===== src/logic/aperture_irq_pkg.sv =====
// aperture_irq_pkg: offsets, field positions, reset values and windows
// assumes the host reaches registers through an index port and a data port
`default_nettype none

package aperture_irq_pkg;
  // host i/o ports
  localparam logic [15:0] SEQ_INDEX_PORT  = 16'h03C4;
  localparam logic [15:0] SEQ_DATA_PORT   = 16'h03C5;
  // register indexes
  localparam logic [7:0]  IDX_MEM_MODE    = 8'h18;
  localparam logic [7:0]  IDX_IRQ_EN_MASK = 8'h19;
  localparam logic [7:0]  IDX_IRQ_STATUS  = 8'h1A;
  localparam logic [7:0]  IDX_PIN_STATUS  = 8'h1C;
  localparam logic [7:0]  IDX_PIN_CTRL    = 8'h1F;
  // values after reset
  localparam logic [7:0]  RST_MEM_MODE    = 8'h00;
  localparam logic [7:0]  RST_IRQ_EN_MASK = 8'h00;
  localparam logic [7:0]  RST_STATUS      = 8'h00;
  localparam logic [7:0]  RST_INDEX       = 8'h00;
  // memory_mode_control fields
  localparam int          BIT_LINEAR      = 0;
  localparam int          BIT_ROTATION    = 1;
  localparam int          BIT_MEM_PATH    = 2;
  localparam int          GMODE_LO        = 3;
  localparam logic [1:0]  GMODE_STD       = 2'h0;
  localparam logic [1:0]  GMODE_PLANAR16  = 2'h1;
  // interrupt_enable_mask fields; bits 7 and 3 are reserved
  localparam int          IRQ_EN_LO       = 4;
  localparam logic [7:0]  IRQ_EN_WMASK    = 8'h77;
  // status positions
  localparam int          STAT_VGA_BIT    = 4;
  localparam int          PIN_EN_LO       = 4;
  // banked window select codes and bounds, inclusive
  localparam logic [1:0]  MAP_A0_BF       = 2'h0;
  localparam logic [1:0]  MAP_A0_AF       = 2'h1;
  localparam logic [1:0]  MAP_B0_B7       = 2'h2;
  localparam logic [31:0] WIN_A0_LO       = 32'h000A0000;
  localparam logic [31:0] WIN_AF_HI       = 32'h000AFFFF;
  localparam logic [31:0] WIN_B0_LO       = 32'h000B0000;
  localparam logic [31:0] WIN_B7_HI       = 32'h000B7000;
  localparam logic [31:0] WIN_B8_LO       = 32'h000B8000;
  localparam logic [31:0] WIN_BF_HI       = 32'h000BFFFF;
  // bank granule and linear aperture size in address bits
  localparam int          BANK_SHIFT      = 16;
  localparam int          LIN_APER_BITS   = 24;
endpackage

`default_nettype wire


===== src/logic/memory_aperture_and_irq_regs.sv =====
// memory_aperture_and_irq_regs: indexed memory-mode and interrupt registers
// assumes one clock; sources and pin control come from same-clock logic,
// user pins come straight from package pins
`timescale 1ns/1ps
`default_nettype none

module memory_aperture_and_irq_regs
(
  // clock and reset
  input  wire logic        clk_sys_i,
  input  wire logic        nrst_i,
  // host i/o port
  input  wire logic [15:0] host_addr_i,
  input  wire logic [7:0]  host_wdata_i,
  input  wire logic        host_wr_i,
  input  wire logic        host_rd_i,
  output logic      [7:0]  host_rdata_o,
  output logic             host_rvalid_o,
  // host memory decode
  input  wire logic [31:0] mem_addr_i,
  input  wire logic [31:0] pci_bar_i,
  input  wire logic [1:0]  gc_mem_map_i,
  input  wire logic [7:0]  bank_select_i,
  input  wire logic        mapped_aperture_select_i,
  output logic             mem_hit_o,
  output logic      [23:0] mem_offset_o,
  output logic             low32_only_o,
  output logic             wrap_256k_o,
  output logic             rotation_blt_en_o,
  output logic             linear_mode_o,
  output logic             mmio_en_o,
  // interrupt sources
  input  wire logic        bus_master_irq_i,
  input  wire logic        zoom_video_irq_i,
  input  wire logic        draw_engine_irq_i,
  input  wire logic        vga_irq_i,
  input  wire logic [3:0]  user_pin_i,
  input  wire logic [7:0]  user_pin_ctrl_i,
  output logic             irq_o
);

  logic [7:0]  index_r;
  logic [7:0]  mem_mode_r;
  logic [7:0]  en_mask_r;
  logic [7:0]  status_r;
  logic [7:0]  pin_status_r;
  logic [7:0]  pin_ctrl_r;
  logic [3:0]  pin_meta_r;
  logic [3:0]  pin_sync_r;
  logic [7:0]  rd_mux;
  logic        wr_data;
  logic        wr_index;
  logic        rd_data;
  logic        win_hit;
  logic [31:0] win_base;
  logic        lin_hit;
  logic [23:0] bank_off;
  logic [2:0]  src_vec;

  // any enabled, unmasked and active bit across a group
  function automatic logic irq_any(input logic [3:0] en, input logic [3:0] mask,
                                   input logic [3:0] src);
    irq_any = |(en & ~mask & src);
  endfunction

  // i/o strobes
  assign wr_index = host_wr_i && (host_addr_i == aperture_irq_pkg::SEQ_INDEX_PORT);
  assign wr_data  = host_wr_i && (host_addr_i == aperture_irq_pkg::SEQ_DATA_PORT);
  assign rd_data  = host_rd_i && (host_addr_i == aperture_irq_pkg::SEQ_DATA_PORT);
  assign src_vec  = {bus_master_irq_i, zoom_video_irq_i, draw_engine_irq_i};

  // index latch
  always_ff @(posedge clk_sys_i or negedge nrst_i)
  begin
    if (!nrst_i)
      index_r <= aperture_irq_pkg::RST_INDEX;
    else if (wr_index)
      index_r <= host_wdata_i;
  end

  // memory_mode_control; cleared at reset
  always_ff @(posedge clk_sys_i or negedge nrst_i)
  begin
    if (!nrst_i)
      mem_mode_r <= aperture_irq_pkg::RST_MEM_MODE;
    else if (wr_data && index_r == aperture_irq_pkg::IDX_MEM_MODE)
      mem_mode_r <= host_wdata_i;
  end

  // interrupt_enable_mask; reserved bits always store zero
  always_ff @(posedge clk_sys_i or negedge nrst_i)
  begin
    if (!nrst_i)
      en_mask_r <= aperture_irq_pkg::RST_IRQ_EN_MASK;
    else if (wr_data && index_r == aperture_irq_pkg::IDX_IRQ_EN_MASK)
      en_mask_r <= host_wdata_i & aperture_irq_pkg::IRQ_EN_WMASK;
  end

  // user pins come from outside the clock domain: two flops before use
  always_ff @(posedge clk_sys_i or negedge nrst_i)
  begin
    if (!nrst_i)
    begin
      pin_meta_r <= 4'h0;
      pin_sync_r <= 4'h0;
    end
    else
    begin
      pin_meta_r <= user_pin_i;
      pin_sync_r <= pin_meta_r;
    end
  end

  // pin control is loaded by the owning logic, never by the host port
  always_ff @(posedge clk_sys_i or negedge nrst_i)
  begin
    if (!nrst_i)
      pin_ctrl_r <= aperture_irq_pkg::RST_STATUS;
    else
      pin_ctrl_r <= user_pin_ctrl_i;
  end

  // status registers follow the source levels; sources clear themselves,
  // so there is no sticky flag to lose against a clear
  always_ff @(posedge clk_sys_i or negedge nrst_i)
  begin
    if (!nrst_i)
    begin
      status_r     <= aperture_irq_pkg::RST_STATUS;
      pin_status_r <= aperture_irq_pkg::RST_STATUS;
    end
    else
    begin
      status_r     <= {3'h0, vga_irq_i, 1'b0, src_vec};
      pin_status_r <= {4'h0, pin_sync_r & pin_ctrl_r[7:4]};
    end
  end

  // read mux; unmapped indexes read zero
  always_comb
  begin
    case (index_r)
      aperture_irq_pkg::IDX_MEM_MODE:    rd_mux = mem_mode_r;
      aperture_irq_pkg::IDX_IRQ_EN_MASK: rd_mux = en_mask_r;
      aperture_irq_pkg::IDX_IRQ_STATUS:  rd_mux = status_r;
      aperture_irq_pkg::IDX_PIN_STATUS:  rd_mux = pin_status_r;
      aperture_irq_pkg::IDX_PIN_CTRL:    rd_mux = pin_ctrl_r;
      default:                           rd_mux = 8'h00;
    endcase
  end

  // read answer one cycle after the strobe
  always_ff @(posedge clk_sys_i or negedge nrst_i)
  begin
    if (!nrst_i)
    begin
      host_rdata_o  <= 8'h00;
      host_rvalid_o <= 1'b0;
    end
    else
    begin
      host_rvalid_o <= host_rd_i && (host_addr_i == aperture_irq_pkg::SEQ_INDEX_PORT || rd_data);
      if (rd_data)
        host_rdata_o <= rd_mux;
      else if (host_rd_i && host_addr_i == aperture_irq_pkg::SEQ_INDEX_PORT)
        host_rdata_o <= index_r;
    end
  end

  // banked window decode
  always_comb
  begin
    case (gc_mem_map_i)
      aperture_irq_pkg::MAP_A0_BF:
      begin
        win_base = aperture_irq_pkg::WIN_A0_LO;
        win_hit  = mem_addr_i >= aperture_irq_pkg::WIN_A0_LO && mem_addr_i <= aperture_irq_pkg::WIN_BF_HI;
      end
      aperture_irq_pkg::MAP_A0_AF:
      begin
        win_base = aperture_irq_pkg::WIN_A0_LO;
        win_hit  = mem_addr_i >= aperture_irq_pkg::WIN_A0_LO && mem_addr_i <= aperture_irq_pkg::WIN_AF_HI;
      end
      aperture_irq_pkg::MAP_B0_B7:
      begin
        win_base = aperture_irq_pkg::WIN_B0_LO;
        win_hit  = mem_addr_i >= aperture_irq_pkg::WIN_B0_LO && mem_addr_i <= aperture_irq_pkg::WIN_B7_HI;
      end
      default:
      begin
        win_base = aperture_irq_pkg::WIN_B8_LO;
        win_hit  = mem_addr_i >= aperture_irq_pkg::WIN_B8_LO && mem_addr_i <= aperture_irq_pkg::WIN_BF_HI;
      end
    endcase
  end

  // bank granule plus offset in window; linear aperture match on upper bits
  assign bank_off = 24'({bank_select_i, 16'h0000}) + 24'(mem_addr_i - win_base);
  assign lin_hit  = mem_addr_i[31:aperture_irq_pkg::LIN_APER_BITS]
                 == pci_bar_i[31:aperture_irq_pkg::LIN_APER_BITS];

  // registered memory decode; one cycle from address to hit
  always_ff @(posedge clk_sys_i or negedge nrst_i)
  begin
    if (!nrst_i)
    begin
      mem_hit_o    <= 1'b0;
      mem_offset_o <= 24'h000000;
    end
    else if (mem_mode_r[aperture_irq_pkg::BIT_LINEAR])
    begin
      mem_hit_o    <= lin_hit;
      mem_offset_o <= mem_addr_i[23:0];
    end
    else
    begin
      mem_hit_o    <= win_hit;
      mem_offset_o <= bank_off;
    end
  end

  // datapath mode outputs; path bit lifts the 32-bit and wrap limits
  always_ff @(posedge clk_sys_i or negedge nrst_i)
  begin
    if (!nrst_i)
    begin
      low32_only_o      <= 1'b0;
      wrap_256k_o       <= 1'b0;
      rotation_blt_en_o <= 1'b0;
      linear_mode_o     <= 1'b0;
      mmio_en_o         <= 1'b0;
    end
    else
    begin
      low32_only_o      <= !mem_mode_r[aperture_irq_pkg::BIT_MEM_PATH]
                        && !mem_mode_r[aperture_irq_pkg::GMODE_LO + 1];
      wrap_256k_o       <= !mem_mode_r[aperture_irq_pkg::BIT_MEM_PATH]
                        && mem_mode_r[4:3] == aperture_irq_pkg::GMODE_STD;
      rotation_blt_en_o <= mem_mode_r[aperture_irq_pkg::BIT_ROTATION];
      linear_mode_o     <= mem_mode_r[aperture_irq_pkg::BIT_LINEAR];
      // linear on without mapped aperture still refuses register access
      mmio_en_o         <= mapped_aperture_select_i && mem_mode_r[aperture_irq_pkg::BIT_LINEAR];
    end
  end

  // combined interrupt request
  always_ff @(posedge clk_sys_i or negedge nrst_i)
  begin
    if (!nrst_i)
      irq_o <= 1'b0;
    else
      irq_o <= irq_any({1'b0, en_mask_r[6:4]}, {1'b0, en_mask_r[2:0]}, {1'b0, src_vec})
            || irq_any(pin_ctrl_r[7:4], pin_ctrl_r[3:0], pin_sync_r)
            || vga_irq_i;
  end
endmodule

`default_nettype wire


===== config.mk =====
export PLATFORM = sky130hd
export DESIGN_NAME = memory_aperture_and_irq_regs
export DESIGN_NICKNAME = d
export VERILOG_FILES = /design/src/logic/aperture_irq_pkg.sv /design/src/logic/memory_aperture_and_irq_regs.sv
export SDC_FILE = /design/constraint.sdc
export NUM_CORES = 1
export LEC_CHECK = 0
export BUFFER_PORTS_ARGS = -buffer_cell sky130_fd_sc_hd__buf_2
export CAP_MARGIN = 10
export CORE_MARGIN = 5
export CORE_UTILIZATION = 56
export DETAILED_ROUTE_END_ITERATION = 10
export PLACE_DENSITY = 0.86
export SYNTH_ARGS = -nofsm -noshare
export SYNTH_HDL_FRONTEND = slang
export SYNTH_SLANG_ARGS = --single-unit
export TNS_END_PERCENT = 30

===== constraint.sdc =====
create_clock -name clk_sys_i -period 5.7 [get_ports clk_sys_i]
set_clock_uncertainty 0.15 [all_clocks]
set_input_delay 0.57 -clock clk_sys_i [delete_from_list [all_inputs] [get_ports clk_sys_i]]
set_output_delay 0.57 -clock clk_sys_i [all_outputs]
set_load 0.1 [all_outputs]

==> impl_metrics.toml, run 1 <==
[clocking]
clk_pin_slew_ns = 0.08
root_buffer = "clkbuf_8"
cts_sinks = 86
postCtsHoldBufs = 0
h-tree-depth = 3
clk_path_buf_depth = 2
cts_tree = "built"
post_cts_resized = 0
post_cts_buffers = 0
clk_latency_ns = 0.35
cts-buffers-inserted = 9

[die]
dieArea_um2 = 11100
num_io_pins = 159
die_w_um = 105
die_h_um = 105
core-area_um2 = 8810
start_util_pct = 57.9
rows = 34

[placement]
dpl_cell_area_um2 = 5860
gp_congestion = 0.903
preCtsSetupSlack_ns = 2.43
port-buffer-count = 134
dp_hpwl_um = 9760

[timing]
finalMaxSlewViolations = 0
worstMarginPinSlew_ns = 1.05
fin_ws_ns = 2.74
rsz0062_at_grt = "no"
hold_violations = 0
slew_headroom_pct = 30.2
max_freq_mhz = 337
period_minus_slack_ns = 2.96
fin_tns_setup_ns = 0
setup_violations = 0
layout_worst_path_cycle_share_pct = 52.0

[synthesis]
yosysSeqAreaShare_pct = 42.2
async_reset_ff_share_pct = 100
ys_warn_count = 0
ys.flop_type = "dfrtp_1"
yosys-top-cells-area = "dfrtp_1 (42%), ha_1 (11%), mux2_2 (4.9%)"
syn_inst = 522
yosysUniqueCellTypes = 63
synth_top_area_share_pct = 42.2
synth_top_cell_by_area = "dfrtp_1"
synth_seq_cells = 86
avgSynthCellArea_um2 = 9.77
syn_area_um2 = 5100
synth-edff-count = 0
syn-num-nets = 685

[final_layout]
nets = 818
antenna_cells = 0
fin_area_um2 = 6070
area_delta_synth_final_pct = 19.0
drive_gt1_share_pct = 27.6

[critical_path]
r2r_setup_slack_ns = 3.19
worstPathArrival_ns = 3.02
reg2reg_depth = 5
r2r-end = "mem_mode_r[0]$_DFFE_PN0P_"
r2r_start = "index_r[5]$_DFFE_PN0P_"
crit_fanout = 9
required_ns = 5.75
criticalPathCategory = "input port to register"
setup.worst_path.start_class = "input port"
critPathCaptureType = "register"

[drt]
via_per_inst = 5.70
vias = 4379
drc = 0
m1WireLength_um = 4970
postRouteAntennaNets = 0
wl_met2_um = 6360
dr_wl_met3_um = 764
drt-total-wl_um = 12400
topRoutingLayerUsed = "met4"
drt_iter0_drc = 196
first_pass_iters = 4
wl_per_cell_um = 16.1

[min_path]
min_path_type = "input port to register"
holdPathStages = 1
worstHoldStart = "user_pin_ctrl_i[1]"
hold_end = "pin_ctrl_r[1]$_DFF_PN0_"

[global_routing]
grt_pass1_wl_um = 20400
gr-total-overflow = 0
antenna_found_initial = 0
grt_pass1_vias = 4430
grt_usage_pct = 22.4
grt_max_degree = 87

[pwr]
ir_drop_mv = 0.206
powerDensity_nw_per_um2 = 294
p_leak_nw = 3.02

[job]
maxCapViolCount = 0

[status]
status = "finished, final reports clean"
synthesized netlist by cell type (2+ instances only):
cell type  number
dfrtp_1        86
nand2_1        52
inv_1          50
o21ai_0        44
ha_1           43
nor2_1         32
mux2_2         22
a21oi_1        17
xor2_1         16
xnor2_1        14
nor3_1         11
clkbuf_1       10
mux2i_1         9
nand4_1         7
nor2b_1         7
nor4_1          7
a211oi_1        6
nand3b_1        6
a31oi_1         5
nand3_1         5
o21ai_1         4
o21bai_1        4
o31ai_1         4
a21o_1          3
a222oi_1        3
and3_1          3
nor3b_1         3
nor4b_1         3
o211ai_1        3
o21a_1          3
a21boi_0        2
a22oi_1         2
and2_1          2
nor4bb_1        2
o2111ai_1       2
o22ai_1         2
or3_1           2
logic make-up (layout without fill, tap and decap cells):
logic type      count (synthesis)  count (layout)  synth area share (%)
fa+ha+maj                      44              44                  10.9
compound gates                119             119                  15.8
mux                            31              31                  6.62
flops                          86              86                  42.2
simple gates                  148             148                  14.4
buf+inv                        64             202                  4.88
xor+xnor                       30              30                  5.15
cell usage in the layout, fill, tap and decap left out, types with 5 or more instances in the layout:
cell | netlist | routed
xor2_1 | 16 | 16
dfrtp_1 | 86 | 86
nor2b_1 | 7 | 7
nor4_1 | 7 | 7
a211oi_1 | 6 | 6
ha_1 | 43 | 43
mux2i_1 | 9 | 9
clkbuf_8 | 0 | 11
o21ai_0 | 44 | 44
nand2_1 | 52 | 52
a31oi_1 | 5 | 5
buf_2 | 1 | 133
nand4_1 | 7 | 7
mux2_2 | 22 | 22
inv_1 | 50 | 50
nor3_1 | 11 | 11
xnor2_1 | 14 | 14
nand3_1 | 5 | 5
a21oi_1 | 17 | 17
nand3b_1 | 6 | 6
nor2_1 | 32 | 32
worst max-delay path: stages:
cell     delay, ns
buf_2         0.11
inv_1         0.06
fa_1          0.52
inv_1         0.04
ha_1          0.44
nand4_1       0.20
nor2_1        0.25
nand2_1       0.13
a211o_1       0.29
o21ai_1       0.18
xnor2_1       0.14
o21ai_0       0.08
flip-flops by register name, indices dropped and copies added, names as in the netlist, 4 cells and up:
| register | flops |
|---|---|
| status_r | 4 |
| mem_offset_o | 24 |
| index_r | 8 |
| host_rdata_o | 8 |
| pin_meta_r | 4 |
| en_mask_r | 6 |
| pin_ctrl_r | 8 |
| mem_mode_r | 8 |
| pin_status_r | 4 |
| pin_sync_r | 4 |
per-layer routing:
layer  GRT usage, %  vias to the layer above
li1               -                     2083
met1           26.9                     2111
met2           40.1                      159
met3           4.77                       26
met4           7.12                        0
met5              0                        -
worst max-delay path by stage:
stage                   startpoint                    endpoint  cells past startpoint
detailed placement  mem_addr_i[16]  mem_offset_o[23]$_DFF_PN0_                     11
floorplan           mem_addr_i[16]  mem_offset_o[23]$_DFF_PN0_                     12
global placement    mem_addr_i[16]  mem_offset_o[20]$_DFF_PN0_                     12
CTS                 mem_addr_i[16]  mem_offset_o[23]$_DFF_PN0_                     12
global route        mem_addr_i[16]  mem_offset_o[20]$_DFF_PN0_                     12
finish              mem_addr_i[16]  mem_offset_o[20]$_DFF_PN0_                     12
stage by stage:
| step | total power, mW | instances | hold slack [ns] | utilization (%) |
|---|---|---|---|---|
| after floorplan | 1.20 | 522 | 0.124 | - |
| after global placement | 1.34 | 752 | 0.182 | 66.5 |
| after detailed placement | 1.35 | 752 | 0.188 | 66.5 |
| after CTS | 1.80 | 768 | 0.161 | 68.9 |
| after global routing | 1.87 | 768 | 0.155 | 68.9 |
| final | 1.78 | 768 | 0.177 | 68.9 |
layout make-up:
type	count	area, um^2
clock buffers	12	155
multi-input cells	372	2700
inverters	51	191
well taps	108	135
clock inverters	4	53.8
flip-flops and latches	86	2150
fillers	684	2740
repair buffers	135	681
power breakdown:
part           internal, mW  switching (mW)  total, mW
Combinational         0.154           0.514      0.668
Clock                 0.228           0.214      0.443
Sequential            0.659          0.0138      0.673
Total                  1.04           0.742       1.78
Note: power is estimated with default switching activity, not from simulation.
==> inputs of run 2 (changes only) <==
--- a/config.mk
+++ b/config.mk
@@ -8,9 +8,9 @@
 export BUFFER_PORTS_ARGS = -buffer_cell sky130_fd_sc_hd__buf_2
 export CAP_MARGIN = 10
 export CORE_MARGIN = 5
-export CORE_UTILIZATION = 56
+export CORE_UTILIZATION = 52
 export DETAILED_ROUTE_END_ITERATION = 10
-export PLACE_DENSITY = 0.86
+export PLACE_DENSITY = 0.81
 export SYNTH_ARGS = -nofsm -noshare
 export SYNTH_HDL_FRONTEND = slang
 export SYNTH_SLANG_ARGS = --single-unit
==> constraint.sdc (replaced) <==
create_clock -name clk_sys_i -period 2.9 [get_ports clk_sys_i]
set_clock_uncertainty 0.15 [all_clocks]
set_input_delay 0.29 -clock clk_sys_i [delete_from_list [all_inputs] [get_ports clk_sys_i]]
set_output_delay 0.29 -clock clk_sys_i [all_outputs]
set_load 0.1 [all_outputs]
==> run 2 against run 1 <==
Effect of this change:
- sequential power rose by 96%
- final cell count rose by 7.0%
- core utilization fell by 3.1 points
- highest routed layer unchanged
- sequential share of layout area fell by 1.7 points
- register-to-register slack got worse by 2.7 ns
- combinational power rose by 100%
- global-route usage fell by 0.53 points
- clock power rose by 89%
- via count fell by 0.98%
==> impl_metrics.toml, run 2 (synthesized netlist as in run 1, its figures left out) <==
[die]
num_io_pins = 159
start_util_pct = 52.7
rows = 36
core-area_um2 = 9680
dieArea_um2 = 11900
die_h_um = 109
die_w_um = 109

[clocking]
cts_sinks = 86
clk_path_buf_depth = 2
root_buffer = "clkbuf_8"
clk_pin_slew_ns = 0.09
h-tree-depth = 3
post_cts_resized = 0
cts_tree = "built"
cts-buffers-inserted = 9
clk_latency_ns = 0.36

[final_layout]
fill_cells = 785
seq_area_um2 = 2150
nets = 847
area_delta_synth_final_pct = 25.0
final_cell_mix = "buf_2 (133), dfrtp_1 (86), nand2_1 (52)"
largest_register_ffs = 24
multi_input_area_um2 = 2700
regMostFlops = "mem_offset_o"
antenna_cells = 0
mostFrequentLayoutCell = "buf_2"
drive_gt1_share_pct = 27.7

[min_path]
min_path_type = "input port to register"

[global_routing]
use_met2_pct = 39.4
use_met1_pct = 26.8
top_usage_layer = "met2"
grt_pass1_vias = 4478
antenna_found_initial = 0
grt_pass1_wl_um = 20500
met3_usage_pct = 3.97
grt_max_degree = 46
gr-total-overflow = 0
grt_usage_pct = 21.9

[timing]
period_minus_slack_ns = 2.51
worstMarginPinSlew_ns = 0.775
finalMaxSlewViolations = 0
hold_violations = 0
slew_headroom_pct = 48.3
max_freq_mhz = 399
whs_ns = 0.0319
rsz0062_at_grt = "no"
layout_worst_path_cycle_share_pct = 86.5
setup_violations = 0
fin_tns_setup_ns = 0

[pwr]
ir_drop_mv = 0.459
powerDensity_nw_per_um2 = 551
p_leak_nw = 3.16

[drt]
drc = 0
via_per_inst = 5.27
postRouteAntennaNets = 0
drt_iter0_drc = 248
first_pass_iters = 5
drt-total-wl_um = 12900
vias = 4336
wl_per_cell_um = 15.7

[critical_path]
worstPathArrival_ns = 2.62
required_ns = 3.02
crit_fanout = 4
setup.worst_path.start_class = "input port"
criticalPathCategory = "input port to register"
r2r_setup_slack_ns = 0.53
critPathCaptureType = "register"

[placement]
gp_congestion = 0.886
port-buffer-count = 134
dp_hpwl_um = 9950

[job]
maxCapViolCount = 0

[status]
status = "finished, final reports clean"
[run 2: cell types whose count changed in the layout (fill, tap and decap cells not counted), sizes merged]
cell	delta
dlygate4sd3	+21
buf	+8
bufinv	-1
clkinv	+1
clkinvlp	-1
inv	+1
[run 2: final cells by class]
type / count / share of cell area, %
Timing Repair Buffer: 164 / 15.1
Multi-Input combinational cell: 372 / 42.3
Inverter: 51 / 3.00
Clock inverter: 4 / 0.569
Sequential cell: 86 / 33.8
Tap cell: 133 / 2.61
Clock buffer: 12 / 2.59
[run 2: stage by stage]
step / total power [mW] / std cells / setup WS (ns) / area [um^2] / utilization, %
6_report: 3.51 / 822 / 0.393 / 6370 / 65.8
5_1_grt: 3.68 / 822 / 0.260 / 6370 / 65.8
4_1_cts: 3.53 / 822 / 0.443 / 6370 / 65.8
3_5_place_dp: 2.67 / 785 / 0.108 / 5960 / 61.6
3_3_place_gp: 2.65 / 785 / 0.151 / 5960 / 61.6
2_1_floorplan: 2.36 / 522 / 0.284 / 5100 / -
[run 2: path summary, 6_finish.rpt]
check                                   startpoint                           to  cells past startpoint
setup / recovery                     mem_addr_i[4]   mem_offset_o[18]$_DFF_PN0_                     10
hold / removal                     host_wdata_i[7]    mem_mode_r[7]$_DFFE_PN0P_                      2
setup reg to reg            index_r[5]$_DFFE_PN0P_    mem_mode_r[1]$_DFFE_PN0P_                      5
hold reg to reg            pin_meta_r[2]$_DFF_PN0_      pin_sync_r[2]$_DFF_PN0_                      0
max in group asynchronous                   nrst_i  rotation_blt_en_o$_DFF_PN0_                      3
min in group asynchronous                   nrst_i  host_rdata_o[7]$_DFFE_PN0P_                      2
[run 2: critical path: stages]
cell,delay [ns]
buf_2,0.11
inv_1,0.09
ha_1,0.38
nor2_1,0.12
a211oi_1,0.25
o22ai_1,0.15
o31ai_1,0.66
o21ai_0,0.24
xnor2_1,0.16
o21ai_0,0.16
[run 2: where the power goes]
part | internal (mW) | switching (mW) | total (mW) | leakage (nW)
Combinational | 0.334 | 1.02 | 1.35 | 1.97
Clock | 0.393 | 0.445 | 0.837 | 0.101
Sequential | 1.30 | 0.0289 | 1.32 | 1.08
Total | 2.02 | 1.49 | 3.51 | 3.16
[run 2: routing by layer]
metal	vias up	wire, um	share of wire (%)
met2	126	6660	52
met3	19	734	5.7
met5	-	0	0
li1	2159	-	-
met1	2032	5310	41
met4	0	187	1.5
[run 2: what timing repair did]
| action | CTS | global route |
|---|---|---|
| hold buffers | 21 | 0 |
| endpoints found under the hold margin | 64 | 0 |
| buffers inserted | 0 | 0 |
==> inputs of run 3 (changes only) <==
--- a/config.mk
+++ b/config.mk
@@ -5,10 +5,11 @@
 export SDC_FILE = /design/constraint.sdc
 export NUM_CORES = 1
 export LEC_CHECK = 0
+export ABC_AREA = 1
 export BUFFER_PORTS_ARGS = -buffer_cell sky130_fd_sc_hd__buf_2
 export CAP_MARGIN = 10
 export CORE_MARGIN = 5
-export CORE_UTILIZATION = 52
+export CORE_UTILIZATION = 53
 export DETAILED_ROUTE_END_ITERATION = 10
 export PLACE_DENSITY = 0.81
 export SYNTH_ARGS = -nofsm -noshare
==> constraint.sdc (replaced) <==
create_clock -name clk_sys_i -period 2.9 [get_ports clk_sys_i]
set_clock_uncertainty 0.15 [all_clocks]
set_input_delay 0.435 -clock clk_sys_i [delete_from_list [all_inputs] [get_ports clk_sys_i]]
set_output_delay 0.435 -clock clk_sys_i [all_outputs]
set_load 0.1 [all_outputs]
==> run 3 against run 2 <==
Effect of this change:
- largest power group is now registers
- wire length is 8.6% higher
- critical endpoint is now mem_offset_o[22]$_DFF_PN0_
- final cell count rose by 30%
- power decreased by 7.7%
- synthesized area up 10%
- sequential share of layout area decreased by 1.5 points
- cell area is 4.8% higher
- critical path depth increased by 4
- non-clock buffer count shrank 20
- combinational power shrank 12%
==> impl_metrics.toml, run 3 <==
[status]
status = "finished, final reports clean"

[timing]
max_freq_mhz = 438
setup_violations = 0
fin_tns_setup_ns = 0
rsz0062_at_grt = "no"
slew_headroom_pct = 54.8
finalMaxSlewViolations = 0
period_minus_slack_ns = 2.28
layout_worst_path_cycle_share_pct = 78.7
hold_violations = 0
worstMarginPinSlew_ns = 0.674

[drt]
vias = 5385
postRouteAntennaNets = 0
first_pass_iters = 5
drt_iter0_drc = 268
drc = 0
via_per_inst = 5.05
drt-total-wl_um = 14000
wl_per_cell_um = 13.1

[synthesis]
yosysUniqueCellTypes = 34
syn_inst = 782
synthSimpleGateAreaFrac_pct = 32.2
synthXorXnorAreaFrac_pct = 1.87
syn-num-nets = 945
synth_top_cell_by_area = "dfrtp_1"
synth_most_common_cell = "nand2_1"
synthAdderAreaFrac_pct = 9.90
synth-edff-count = 0
synth_top_family_by_area = "simple AND/OR/NAND/NOR gates"
ys.flop_type = "dfrtp_1"
synth_top_area_share_pct = 38.2
synthMuxAreaShare_pct = 0
yosys-top-cells-area = "dfrtp_1 (38%), nand2_1 (16%), ha_1 (9.5%)"
ys_warn_count = 0
synthTopCellsByCount = "nand2_1 (234), inv_1 (129), nand3_1 (87), dfrtp_1 (86), nor2_1 (55)"
avgSynthCellArea_um2 = 7.20
yosysSeqAreaShare_pct = 38.2
synth_seq_cells = 86
synth_compound_area_share_pct = 7.88
syn_area_um2 = 5630
async_reset_ff_share_pct = 100

[critical_path]
worstPathArrival_ns = 2.38
required_ns = 3.00
cp_slowest_cell = "fa_1"
path_cells = "buf_2 -> inv_1 -> fa_1 -> inv_1 -> ha_1 -> nand2_1 -> nor2_1 -> nand2_1 -> nor2_1 -> nand2_1 -> nand3_1 -> nand2_1 -> nand3_1 -> nand2_1"
criticalPathCategory = "input port to register"
setup.worst_path.start_class = "input port"
critPathCaptureType = "register"
crit_fanout = 5
r2r_setup_slack_ns = 0.82
slowest_delay_ns = 0.53
crit_top_cell = "nand2_1"

[clocking]
clk_path_buf_depth = 2
cts_tree = "built"
h-tree-depth = 3
root_buffer = "clkbuf_8"
clk_pin_slew_ns = 0.09
cts_sinks = 86
clk_latency_ns = 0.35
cts-buffers-inserted = 9

[pwr]
ir_drop_mv = 0.265
powerDensity_nw_per_um2 = 485
p_leak_nw = 3.80

[die]
core-area_um2 = 10400
dieArea_um2 = 12800
start_util_pct = 54.3
rows = 37
die_h_um = 113
die_w_um = 113
num_io_pins = 159

[placement]
gp_congestion = 0.922
dp_hpwl_um = 11500
port-buffer-count = 134

[job]
maxCapViolCount = 0

[final_layout]
seq_area_um2 = 2150
mostFrequentLayoutCell = "nand2_1"
drive_gt1_share_pct = 18.9
fill_cells = 982
final_core_util_pct = 64.4
largest_register_ffs = 24
nets = 1089
antenna_cells = 0
multi_input_area_um2 = 2920
final_cell_mix = "nand2_1 (234), buf_2 (133), inv_1 (129)"
regMostFlops = "mem_offset_o"
area_delta_synth_final_pct = 18.6

[global_routing]
grt_usage_pct = 22.3
grt_max_degree = 47
grt_pass1_wl_um = 23000
antenna_found_initial = 0
gr-total-overflow = 0
grt_pass1_vias = 5089

[min_path]
min_path_type = "input port to register"
-- run 3: changes by cell type in the layout (fill, tap and decap cells not counted), moves of 16 or more --
cell / previous run / this run
o21ai_0: 44 / 19
mux2_2: 22 / 0
nand2_1: 52 / 234
nand3_1: 5 / 87
inv_1: 50 / 129
nor2_1: 32 / 55
dlygate4sd3_1: 21 / 5
-- run 3: kinds of logic after synthesis --
family | after synthesis
buffers and inverters | 145
AO/OA/AOI/OAI | 78
AND/OR/NAND/NOR | 417
adder cells (fa/ha/maj) | 44
flip-flops | 86
XOR/XNOR | 12
-- run 3: final cells by class --
| type | instances | share of cell area (%) |
|---|---|---|
| clock buffers | 10 | 1.91 |
| clock inverters | 6 | 0.674 |
| repair buffers | 144 | 11.4 |
| well taps | 136 | 2.55 |
| multi-input cells | 551 | 43.7 |
| flip-flops and latches | 86 | 32.2 |
| inverters | 134 | 7.53 |
-- run 3: path summary, 6_finish.rpt --
path / from / endpoint / cells after the start
worst max-delay path: mem_addr_i[16] / mem_offset_o[22]$_DFF_PN0_ / 14
worst min-delay path: user_pin_ctrl_i[5] / pin_ctrl_r[5]$_DFF_PN0_ / 1
worst max register to register: index_r[1]$_DFFE_PN0P_ / mem_mode_r[4]$_DFFE_PN0P_ / 6
worst min register to register: pin_meta_r[2]$_DFF_PN0_ / pin_sync_r[2]$_DFF_PN0_ / 0
max in group asynchronous: nrst_i / host_rdata_o[4]$_DFFE_PN0P_ / 3
min in group asynchronous: nrst_i / pin_ctrl_r[4]$_DFF_PN0_ / 2
-- run 3: per-stage QoR --
stage | power [mW] | cell area, um^2 | cells | setup slack (ns) | hold WS (ns)
4_1_cts | 3.27 | 6640 | 1063 | 0.638 | 0.00616
5_1_grt | 3.42 | 6680 | 1067 | 0.445 | 0.000471
3_5_place_dp | 2.51 | 6460 | 1046 | 0.241 | 0.186
3_3_place_gp | 2.50 | 6460 | 1046 | 0.257 | 0.184
6_report | 3.24 | 6680 | 1067 | 0.618 | 0.0314
2_1_floorplan | 2.22 | 5630 | 782 | 0.588 | -0.0106
-- run 3: worst max-delay path: cells and delay by family --
| kind | cells | cell delay, ns |
|---|---|---|
| fa+ha+maj | 2 | 0.88 |
| simple gates | 9 | 0.84 |
| buf+inv | 3 | 0.22 |
-- run 3: routing by layer --
layer / GRT usage, % / vias to the layer above / routed length [um]
li1: - / 2762 / -
met1: 26.8 / 2464 / 5680
met2: 40.6 / 142 / 7310
met3: 4.65 / 17 / 821
met4: 5.37 / 0 / 201
met5: 0 / - / 0
-- run 3: report_power, final --
part | leakage (nW) | internal [mW] | switching [mW] | total (mW)
registers | 1.08 | 1.28 | 0.0214 | 1.30
clock network | 0.0846 | 0.317 | 0.434 | 0.752
logic | 2.64 | 0.270 | 0.917 | 1.19
-- run 3: what timing repair did --
item	in CTS	in global routing
setup buffers	0	0
hold buffers	1	4
endpoints found under the setup margin	0	0
gates resized for setup	0	0
endpoints found under the hold margin	44	4
